--- src/hdl/sarc_defines.svh ---
`ifndef SARC_DEFINES_SVH
`define SARC_DEFINES_SVH

// special function register addresses
`define SARC_ADDR_CONFIG     8'hBC
`define SARC_ADDR_RES_LOW    8'hBD
`define SARC_ADDR_RES_HIGH   8'hBE
`define SARC_ADDR_CONTROL    8'hE8

// reset values
`define SARC_CONFIG_RST      8'hF8
`define SARC_CONTROL_RST     8'h00
`define SARC_RESULT_RST      8'h00

// converter_control bit positions
`define SARC_CTL_EN_BIT      7
`define SARC_CTL_TM_BIT      6
`define SARC_CTL_INT_BIT     5
`define SARC_CTL_BUSY_BIT    4

// conversion lengths in conversion clocks
`define SARC_LEN_TEN         5'h0E
`define SARC_LEN_EIGHT       5'h0C
`define SARC_TRACK_DELAY     5'h03
`define SARC_SAMPLE_TICKS    5'h04

// top trial bit and last resolved bit per mode
`define SARC_MSB_TRIAL       10'h200
`define SARC_LAST_TEN        10'h001
`define SARC_LAST_EIGHT      10'h004

`endif

--- src/hdl/sarc_pkg.sv ---
package sarc_pkg;

  typedef enum logic [2:0] {
    SARC_SRC_SOFT   = 3'h0,
    SARC_SRC_TMR0   = 3'h1,
    SARC_SRC_TMR2   = 3'h2,
    SARC_SRC_TMR1   = 3'h3,
    SARC_SRC_PIN    = 3'h4,
    SARC_SRC_TMR3   = 3'h5
  } sarc_src_t;

  // gray codes along idle -> delay -> convert
  typedef enum logic [1:0] {
    SARC_ST_IDLE  = 2'h0,
    SARC_ST_DELAY = 2'h1,
    SARC_ST_CONV  = 2'h3
  } sarc_state_t;

  typedef struct packed {
    logic [4:0] clk_div;
    logic       justify;
    logic       eight_bit;
    logic       gain;
  } sarc_cfg_t;

  typedef struct packed {
    logic       enable;
    logic       tracking_delay;
    logic       complete;
    logic       busy;
    logic       window_flag;
    logic [2:0] start_mode;
  } sarc_ctrl_t;

  typedef struct packed {
    logic [7:0] high;
    logic [7:0] low;
  } sarc_result_t;

  typedef struct packed {
    logic t0_ovf;
    logic t1_ovf;
    logic t2_low_ovf;
    logic t2_high_ovf;
    logic t2_split;
    logic t3_low_ovf;
    logic t3_high_ovf;
    logic t3_split;
  } sarc_timers_t;

endpackage : sarc_pkg

--- src/hdl/sarc_conv_ctrl.sv ---
`timescale 1ns/100ps
`include "sarc_defines.svh"
// How it works
// - result is an unsigned 10-bit code, zero up to reference times 1023/1024.
// - justify 0 puts code in low bits, justify 1 in top bits.
// - result bits not carrying code bits read as zero.
// - eight-bit mode converts 8 MSBs, result lands in the high byte.
// - eight-bit mode ignores the justify select.
// - eight-bit conversion takes two conversion clocks fewer than ten-bit.
// - conversion clock is the system clock divided by the divider field plus one.
// - divider field equals system clock over conversion clock, minus one.
// - six trigger sources chosen by the start-mode field.
// - in software mode writing 1 to busy launches a conversion.
// - busy stays 1 during conversion and clears when it ends.
// - busy falling sets the conversion-complete flag and interrupt request.
// - result bytes hold valid data whenever the complete flag is 1.
// - timers 2 and 3 use low overflows in 8-bit, high in 16-bit mode.
// - tracking delay set postpones conversion by three conversion clocks.
// - tracking delay clear starts converting straight after the trigger.
// - internal triggers: track whenever not converting.
// - pin trigger: track if delay set, or delay clear and pin low.
// - eight-bit ends at conversion clock 12, or 15 with delay.
// - gain bit selects gain 0.5 when 0 and 1 when 1.
module sarc_conv_ctrl
  import sarc_pkg::*;
#(
  parameter int DIV_W = 5
) (
  // clock and reset
  input  wire logic         clk_i,
  input  wire logic         resetn_i,
  // special function register port
  input  wire logic [7:0]   sfr_addr_i,
  input  wire logic         sfr_wr_i,
  input  wire logic [7:0]   sfr_wdata_i,
  output logic      [7:0]   sfr_rdata_o,
  // trigger sources
  input  wire sarc_timers_t timers_i,
  input  wire logic         external_start_pin_i,
  // analog converter side
  input  wire logic         cmp_i,
  output logic      [9:0]   sar_dac_o,
  output logic              track_o,
  output logic              gain_select_o,
  output logic              enable_o,
  output logic              irq_o
);

  if (DIV_W != 5) begin : g_div_check
    $error("sarc_conv_ctrl: divider field is 5 bits wide");
  end

  ////////////////////////////////////////////////////////////////////////////
  // start pin synchroniser and edge detect

  logic pin_meta_reg;
  logic pin_sync_reg;
  logic pin_last_reg;

  always_ff @(posedge clk_i) begin
    if (!resetn_i) begin
      pin_meta_reg <= 1'b0;
      pin_sync_reg <= 1'b0;
      pin_last_reg <= 1'b0;
    end else begin
      pin_meta_reg <= external_start_pin_i;
      pin_sync_reg <= pin_meta_reg;
      pin_last_reg <= pin_sync_reg;
    end
  end

  ////////////////////////////////////////////////////////////////////////////
  // registers and conversion state

  sarc_cfg_t        cfg_reg,     cfg_next;
  sarc_ctrl_t       ctl_reg,     ctl_next;
  sarc_result_t     res_reg,     res_next;
  sarc_state_t      state_reg,   state_next;
  logic [DIV_W-1:0] div_reg,     div_next;
  logic [4:0]       ticks_reg,   ticks_next;
  logic [9:0]       trial_reg,   trial_next;
  logic [9:0]       mask_reg,    mask_next;
  logic             eight_reg,   eight_next;
  logic             delay_reg,   delay_next;
  logic             just_reg,    just_next;
  logic             track_reg,   track_next;
  logic [7:0]       rdata_reg,   rdata_next;

  logic       tick;
  logic       trig;
  logic       start;
  logic       resolve;
  logic       last_bit;
  logic       ctl_wr;
  logic       done;
  logic [4:0] delay_ticks;
  logic [9:0] code;

  always_comb begin
    cfg_next   = cfg_reg;
    ctl_next   = ctl_reg;
    res_next   = res_reg;
    state_next = state_reg;
    div_next   = div_reg;
    ticks_next = ticks_reg;
    trial_next = trial_reg;
    mask_next  = mask_reg;
    eight_next = eight_reg;
    delay_next = delay_reg;
    just_next  = just_reg;
    ctl_wr     = sfr_wr_i && (sfr_addr_i == `SARC_ADDR_CONTROL);

    // conversion clock tick every divider+1 system clocks
    // divider field value is the ratio minus one
    tick     = (div_reg == cfg_reg.clk_div);
    div_next = (tick || state_reg == SARC_ST_IDLE) ? '0 : div_reg + 1'b1;

    // timer 2/3 overflow width follows the timer mode
    case (sarc_src_t'(ctl_reg.start_mode))
      SARC_SRC_SOFT: trig = ctl_wr && sfr_wdata_i[`SARC_CTL_BUSY_BIT];
      SARC_SRC_TMR0: trig = timers_i.t0_ovf;
      SARC_SRC_TMR2: trig = timers_i.t2_split ? timers_i.t2_low_ovf : timers_i.t2_high_ovf;
      SARC_SRC_TMR1: trig = timers_i.t1_ovf;
      SARC_SRC_PIN:  trig = pin_sync_reg && !pin_last_reg;
      SARC_SRC_TMR3: trig = timers_i.t3_split ? timers_i.t3_low_ovf : timers_i.t3_high_ovf;
      default:       trig = 1'b0;
    endcase
    start = trig && ctl_reg.enable && (state_reg == SARC_ST_IDLE);

    delay_ticks = delay_reg ? `SARC_TRACK_DELAY : 5'h00;
    resolve     = tick && (state_reg == SARC_ST_CONV)
                  && (ticks_reg + 5'h01 > delay_ticks + `SARC_SAMPLE_TICKS);
    last_bit    = (mask_reg == (eight_reg ? `SARC_LAST_EIGHT : `SARC_LAST_TEN));
    done        = resolve && last_bit;

    // register writes; busy is owned by hardware
    if (sfr_wr_i) begin
      case (sfr_addr_i)
        `SARC_ADDR_CONFIG:   cfg_next = sarc_cfg_t'(sfr_wdata_i);
        `SARC_ADDR_RES_LOW:  res_next.low  = sfr_wdata_i;
        `SARC_ADDR_RES_HIGH: res_next.high = sfr_wdata_i;
        `SARC_ADDR_CONTROL: begin
          ctl_next      = sarc_ctrl_t'(sfr_wdata_i);
          ctl_next.busy = ctl_reg.busy;
        end
        default: ;
      endcase
    end

    case (state_reg)
      SARC_ST_IDLE: begin
        if (start) begin
          ctl_next.busy = 1'b1;
          ticks_next    = '0;
          eight_next    = cfg_reg.eight_bit;
          just_next     = cfg_reg.justify;
          delay_next    = ctl_reg.tracking_delay;
          trial_next    = `SARC_MSB_TRIAL;
          mask_next     = `SARC_MSB_TRIAL;
          // delayed start tracks for three conversion clocks
          // no delay goes straight to converting
          state_next    = ctl_reg.tracking_delay ? SARC_ST_DELAY : SARC_ST_CONV;
        end
      end
      SARC_ST_DELAY: begin
        if (tick) begin
          ticks_next = ticks_reg + 5'h01;
          if (ticks_reg + 5'h01 == `SARC_TRACK_DELAY) state_next = SARC_ST_CONV;
        end
      end
      SARC_ST_CONV: begin
        if (tick) ticks_next = ticks_reg + 5'h01;
        if (resolve) begin
          // binary search toward the unsigned code
          trial_next = cmp_i ? trial_reg : (trial_reg & ~mask_reg);
          mask_next  = mask_reg >> 1;
          if (!last_bit) trial_next = trial_next | (mask_reg >> 1);
        end
        // eight-bit ends at clock 12, 15 with delay
        // ten-bit ends at clock 14, 17 with delay
        // two clocks fewer in eight-bit mode
        if (done) begin
          ctl_next.busy = 1'b0;
          state_next    = SARC_ST_IDLE;
        end
      end
      default: state_next = SARC_ST_IDLE;
    endcase

    code = cmp_i ? trial_reg : (trial_reg & ~mask_reg);
    if (done) begin
      if (eight_reg) begin
        res_next.high = code[9:2];
        res_next.low  = 8'h00;
      end else if (just_reg) begin
        res_next.high = code[9:2];
        res_next.low  = {code[1:0], 6'h00};
      end else begin
        res_next.high = {6'h00, code[9:8]};
        res_next.low  = code[7:0];
      end
      // busy falling sets complete flag, set wins over clear
      // result written in the same edge as the flag
      ctl_next.complete = 1'b1;
    end

    // internal sources track whenever not converting
    // pin source tracks if delay set, or delay clear and pin low
    if (state_next == SARC_ST_CONV) begin
      track_next = 1'b0;
    end else if (ctl_next.start_mode == SARC_SRC_PIN && !ctl_next.tracking_delay) begin
      track_next = (state_next == SARC_ST_DELAY) || !pin_sync_reg;
    end else begin
      track_next = 1'b1;
    end

    case (sfr_addr_i)
      `SARC_ADDR_CONFIG:   rdata_next = cfg_reg;
      `SARC_ADDR_RES_LOW:  rdata_next = res_reg.low;
      `SARC_ADDR_RES_HIGH: rdata_next = res_reg.high;
      `SARC_ADDR_CONTROL:  rdata_next = ctl_reg;
      default:             rdata_next = 8'h00;
    endcase
  end

  always_ff @(posedge clk_i) begin
    if (!resetn_i) begin
      cfg_reg   <= sarc_cfg_t'(`SARC_CONFIG_RST);
      ctl_reg   <= sarc_ctrl_t'(`SARC_CONTROL_RST);
      res_reg   <= {`SARC_RESULT_RST, `SARC_RESULT_RST};
      state_reg <= SARC_ST_IDLE;
      div_reg   <= '0;
      ticks_reg <= '0;
      trial_reg <= '0;
      mask_reg  <= '0;
      eight_reg <= 1'b0;
      delay_reg <= 1'b0;
      just_reg  <= 1'b0;
      track_reg <= 1'b1;
      rdata_reg <= 8'h00;
    end else begin
      cfg_reg   <= cfg_next;
      ctl_reg   <= ctl_next;
      res_reg   <= res_next;
      state_reg <= state_next;
      div_reg   <= div_next;
      ticks_reg <= ticks_next;
      trial_reg <= trial_next;
      mask_reg  <= mask_next;
      eight_reg <= eight_next;
      delay_reg <= delay_next;
      just_reg  <= just_next;
      track_reg <= track_next;
      rdata_reg <= rdata_next;
    end
  end

  assign sfr_rdata_o = rdata_reg;
  assign sar_dac_o   = trial_reg;
  assign track_o     = track_reg;
  // gain bit drives the front end gain select
  assign gain_select_o = cfg_reg.gain;
  assign enable_o    = ctl_reg.enable;
  assign irq_o       = ctl_reg.complete;

  ////////////////////////////////////////////////////////////////////////////
  // checks

  logic [9:0] busy_cyc_reg;

  always_ff @(posedge clk_i) begin
    if (!resetn_i) begin
      busy_cyc_reg <= '0;
    end else begin
      busy_cyc_reg <= ctl_reg.busy ? busy_cyc_reg + 10'h001 : 10'h000;
    end
  end
endmodule : sarc_conv_ctrl

--- config.mk ---
export PLATFORM = sky130hd
export DESIGN_NAME = sarc_conv_ctrl
export DESIGN_NICKNAME = d
export VERILOG_FILES = /design/src/hdl/sarc_pkg.sv /design/src/hdl/sarc_conv_ctrl.sv
export VERILOG_INCLUDE_DIRS = /design/src /design/src/hdl
export SDC_FILE = /design/constraint.sdc
export NUM_CORES = 1
export LEC_CHECK = 0
export ABC_AREA = 1
export BUFFER_PORTS_ARGS = -buffer_cell sky130_fd_sc_hd__clkbuf_2
export CORE_UTILIZATION = 63
export DETAILED_ROUTE_END_ITERATION = 6
export GPL_ROUTABILITY_DRIVEN = 0
export PLACE_DENSITY = 0.85
export SYNTH_ARGS = -nofsm -noshare
export SYNTH_HDL_FRONTEND = slang
export SYNTH_SLANG_ARGS = --single-unit
--- constraint.sdc ---
create_clock -name clk_i -period 5.85 [get_ports clk_i]
set_input_delay 0.2925 -clock clk_i [delete_from_list [all_inputs] [get_ports clk_i]]
set_output_delay 0.2925 -clock clk_i [all_outputs]
set_load 0.005 [all_outputs]
* Word level (Yosys, flattened, before mapping) *
Cells that the tools add are included.

storage, ports and cells
  bits in registers = 79
  input port bits = 29
  output and inout port bits = 22
  word-level logic and storage cells = 121

cells by class
  add/subtract/negate cells = 3
  order comparisons = 1
  equal/unequal tests = 20
  multiplexer cells = 36
  bitwise operators = 4
  reductions and logical operators = 32

operators with widths
  cell                 number
  $mux 16              4
  $mux 10              5
  $pmux 10 s2          2
  $eq 8x8->1 const B   4
  $pmux 8 s4           1
  $mux 8               2
  $mux 7               2
  $mux 2               6
  $reduce_and 2->1     6
  $reduce_bool 2->1    6
  $add 5x1->5 const B  2
  $and 10x10->10       1
  $eq 10x3->1          1
  $mux 5               2
  $not 10->10          1
  $or 10x9->10         1
  $pmux 5 s2           1
  $eq 3x3->1 const B   3
  $logic_and 1x1->1    9
  $mux 1               7
  $eq 3x2->1 const B   2
  $pmux 1 s6           1
  $pmux 2 s3           1
  $reduce_and 3->1     2
  17 further kinds     24

* Depth between registers and ports, before layout *
  depth after elaboration = 12
  mapped depth = 15
  gate-level depth less buffers = 14

* Worst setup path after synthesis *
Ideal clock, no wire load.

  path type = reg2reg
  from = register ticks_reg[0]
  to = register trial_reg[3], in the netlist sar_dac_o[3]
  setup time = 0.113 ns
  data arrival time = 1.914 ns
  data required time = 5.737 ns
  slack = 3.823 ns
  cell stages (with the launch flop) = 15
  path buffers = 2
  period minus slack after synthesis = 2.027 ns
  cell sequence = dfxtp_1 > inv_1 > ha_1 > inv_1 > ha_1 > inv_1 > o21bai_1 > nand3_1 > nand3_2 > nand2_4 > nand2_4 > buf_6 > buf_8 > o21ai_1 > nor2_1

between the ends
  longest elaborated chain between the ends = 5

ends and longest elaborated chain
  what                        RTL line               RTL
  start: declaration          sarc_conv_ctrl.sv:80   logic [4:0] ticks_reg, ticks_next;
  start signal: assignment    sarc_conv_ctrl.sv:247  ticks_reg <= ticks_next;
  $add 5x1->5                 sarc_conv_ctrl.sv:132  && (ticks_reg + 5'h01 > delay_ticks + `SARC_SAMPLE_TICKS);
  $gt 5x4->1 (no line)        n/a
  $logic_and 1x1->1           sarc_conv_ctrl.sv:131  resolve = tick && (state_reg == SARC_ST_CONV)
  $ne 2x2->1 (no line)        n/a
  $reduce_and 3->1 (no line)  n/a
  end signal: assignment      sarc_conv_ctrl.sv:248  trial_reg <= trial_next;
  end: declaration            sarc_conv_ctrl.sv:81   logic [9:0] trial_reg, trial_next;

Every way passes these cells.
A chain may end at the register's enable or synchronous reset.

* Final worst setup path *
  from = register ticks_reg[0]
  to = register trial_reg[1], in the netlist sar_dac_o[1]

Same word-level chain as after synthesis.

==> results.sh <==
export IMPL_cts_resized=0
export IMPL_startpoint_type="flip-flop"
export IMPL_starting_density=0.6587
export IMPL_register_to_register_setup_slack_ns=3.49
export IMPL_rr_endpoint="sar_dac_o[1]"
export IMPL_report_final_slew_viol_count=0
export IMPL_most_common_cell_after_layout_fill_and_taps_aside="sky130_fd_sc_hd__nand3_1"
export IMPL_critPathArrivalTime_ns=2.61
export IMPL_critPathKind="flip-flop to flip-flop"
export IMPL_cts_hold_fix_bufs=0
export IMPL_global_route_wire_length_before_repair_um=16930
export IMPL_dieHeight_um=83.72
export IMPL_most_common_layout_cells="102 x sky130_fd_sc_hd__nand3_1, 100 x sky130_fd_sc_hd__nor2_1, 88 x sky130_fd_sc_hd__nand2_1"
export IMPL_setup_tns_ns=0
export IMPL_track_usage=0.2982
export IMPL_postSynthNetCount=656
export IMPL_finalSetupViolations=0
export IMPL_worst_setup_hold_path_clk_slew_ns=0.08
export IMPL_synth_compound_area_frac=0.1330
export IMPL_grt_antenna_before_repair=0
export IMPL_synth_yosys_seq_area_share=0.3760
export IMPL_place_inst=727
export IMPL_max_ffs_per_register=16
export IMPL_cts_sinks=79
export IMPL_share_of_final_layout_standard_cells_stronger_than_drive_strength_1=0.1456
export IMPL_run_status="completed"
export IMPL_timing_critical_path_cells="inv_1 -> ha_1 -> inv_1 -> ha_1 -> inv_1 -> o21bai_1 -> nand3_1 -> nand3_2 -> nand2_4 -> nand2_4 -> inv_2 -> nor2_1 -> nor2_1"
export IMPL_width_of_the_die_um=83.72
export IMPL_clk_path_buf_depth=2
export IMPL_routed_via_density=5.742
export IMPL_design_die_area_sq_um=7008
export IMPL_min_delay_path_depth=3
export IMPL_layout_min_cycle_time_ns=2.360
export IMPL_final_instance_count_excl_fill=743
export IMPL_rr_worst_depth=13
export IMPL_drcViolationCount=0
export IMPL_drt_pass1_iterations=5
export IMPL_yosysUniqueCellTypes=37
export IMPL_clock_tree_root_cell="sky130_fd_sc_hd__clkbuf_8"
export IMPL_drtIter0Drc=269
export IMPL_core_rowCount=29
export IMPL_critPathSlowestCell="sky130_fd_sc_hd__dfxtp_1"
export IMPL_maximum_fanout_encountered_on_the_critical_timing_path=20
export IMPL_grt_start_max_net_pins=55
export IMPL_max_slew_margin_rel=0.4978
export IMPL_timing_max_cap_violations=0
export IMPL_design_core_area_sq_um=6386
export IMPL_dp_hpwl_um=7285
export IMPL_synth_xor_xnor_area_share=0.01249
export IMPL_worst_endpoint_required_ns=6.10
export IMPL_num_io_pins=51
export IMPL_min_delay_worst_endpoint="pin_meta_reg"
export IMPL_postLayoutCellArea_sq_um=4614
export IMPL_count_of_warnings_emitted_by_yosys=0
export IMPL_max_slew_worst_pin_slew_ns=0.7515
export IMPL_place_port_buffers=50
export IMPL_synth_area_sq_um=4207
export IMPL_h_tree_depth=3
export IMPL_cp_slowest_stage_delay_ns=0.42
export IMPL_postSynthAreaPerCell_sq_um=6.763
export IMPL_worst_ir_drop_vdd_mv=0.1593
export IMPL_ys_ff_latch=79
export IMPL_num_nets_final=695
export IMPL_clk_insertion_delay_late_ns=0.36
export IMPL_synth_mux_area_frac=0
export IMPL_placement_cell_area_sq_um=4417
export IMPL_critical_register_to_register_path_startpoint="ticks_reg[0]"
export IMPL_antenna_violating_nets_post_route=0
export IMPL_power_density_nw_per_um2=213.3
export IMPL_synth_top_family_by_area="simple AND/OR/NAND/NOR gates"
export IMPL_fin_hold_viols=0
export IMPL_endpoint_kind="flip-flop"
export IMPL_synth_simple_area_share=0.3501
export IMPL_fill_cells=548
export IMPL_worstHoldStart="external_start_pin_i"
export IMPL_grt_overflow_total=0
export IMPL_fmax_mhz=423.7
export IMPL_multi_input_area_sq_um=2147
export IMPL_total_power_uw=984.1
export IMPL_synth_adder_area_share=0.01487
export IMPL_cts_tree="yes"
export IMPL_finish_utilization=0.7226
export IMPL_area_taken_by_flip_flops_and_latches_sq_um=1582
export IMPL_worstHoldPathType="input port to flip-flop"
export IMPL_grt_setup_unrepaired="false"
export IMPL_antennaDiodeCount=0
export IMPL_fin_skew_ns=0.009769
export IMPL_number_of_buffers_inserted_by_post_cts_setup_repair=0
export IMPL_drt_total_wl_um=10130
export IMPL_grt_pass1_vias=3858
export IMPL_via_count=4266
export IMPL_static_power_due_to_leakage_nw=2.228
export IMPL_drt_wirelength_per_cell_um=13.63
export IMPL_critPathMostFrequentCell="sky130_fd_sc_hd__inv_1"
export IMPL_syn_instance_count=622
export IMPL_area_growth_synth_to_final_pct=9.697
export IMPL_numCtsBuffers=9
export IMPL_min_period_over_period=0.4034
-- worst max-delay path by stage --
stage                  from      endpoint  slack, ns  cells past startpoint
3_3_place_gp   ticks_reg[0]       track_o       3.66                     14
5_1_grt        ticks_reg[0]  sar_dac_o[1]       3.29                     13
2_1_floorplan  ticks_reg[0]  sar_dac_o[3]       3.82                     14
4_1_cts        ticks_reg[0]  sar_dac_o[1]       3.51                     13
3_5_place_dp   ticks_reg[0]    res_reg[1]       3.54                     13
6_report       ticks_reg[0]  sar_dac_o[1]       3.49                     13
-- power by group --
part	internal (mW)	switching [mW]
registers	0.538	0.000648
logic	0.0120	0.0265
clock network	0.206	0.200
total	0.757	0.227
-- final cells by class --
class,instances,share of cell area
clock buffers,10,0.02983
clock inverters,6,0.01302
inverters,89,0.07240
multi-input cells,431,0.4653
flip-flops and latches,79,0.3427
well taps,77,0.02088
repair buffers,51,0.05586
-- logic make-up (layout without fill, tap and decap cells) --
group	Yosys count	in the layout
buffers and inverters	112	156
xor gates and xnor gates	6	6
DFF	79	79
and+or+nand+nor	319	319
AOI/OAI and AO/OA	101	101
adders and majority gates	5	5
-- metal layers --
metal	vias to the layer above	share of wire	global-route usage	wire (um)
li1	2104	-	-	-
met1	1934	0.42	0.3538	4250
met2	185	0.47	0.4959	4728
met3	43	0.073	0.07221	737
met4	0	0.040	0.1618	408
met5	-	0	0	0
-- worst max-delay path: cells and delay by family (launching register included) --
kind	cells	cell delay, ns
compound gates	1	0.12
fa+ha+maj	2	0.56
buf+inv	4	0.35
flops	1	0.42
simple gates	6	0.80
-- cell usage after synthesis (all sizes together) --
cell type	number	area (sq um)
o21bai	1	7.510
a21oi	31	170.2
xor2	4	35.03
xnor2	2	17.52
nand4	7	43.79
clkinv	2	7.510
o22ai	1	6.260
dfxtp	79	1582
inv	87	326.6
clkbuf	7	26.28
o21ai	55	275.3
a22oi	1	7.510
buf	16	117.6
nor3b	1	7.510
nor3	6	63.81
ha	5	62.56
o211ai	1	7.510
a21boi	4	30.03
a41oi	4	35.03
a211oi	1	7.510
nand3	106	558.0
nand2	95	384.1
nor2	103	409.1
a31oi	2	12.51
and2	1	6.260
-- stage by stage --
| stage | setup WS (ns) | hold slack (ns) |
|---|---|---|
| finish | 3.490 | 0.1188 |
| floorplan | 3.823 | 0.3901 |
| global route | 3.288 | 0.1471 |
| global placement | 3.657 | 0.3937 |
| CTS | 3.506 | 0.1100 |
| detailed placement | 3.542 | 0.4010 |
(Power assumes the default switching activity.)
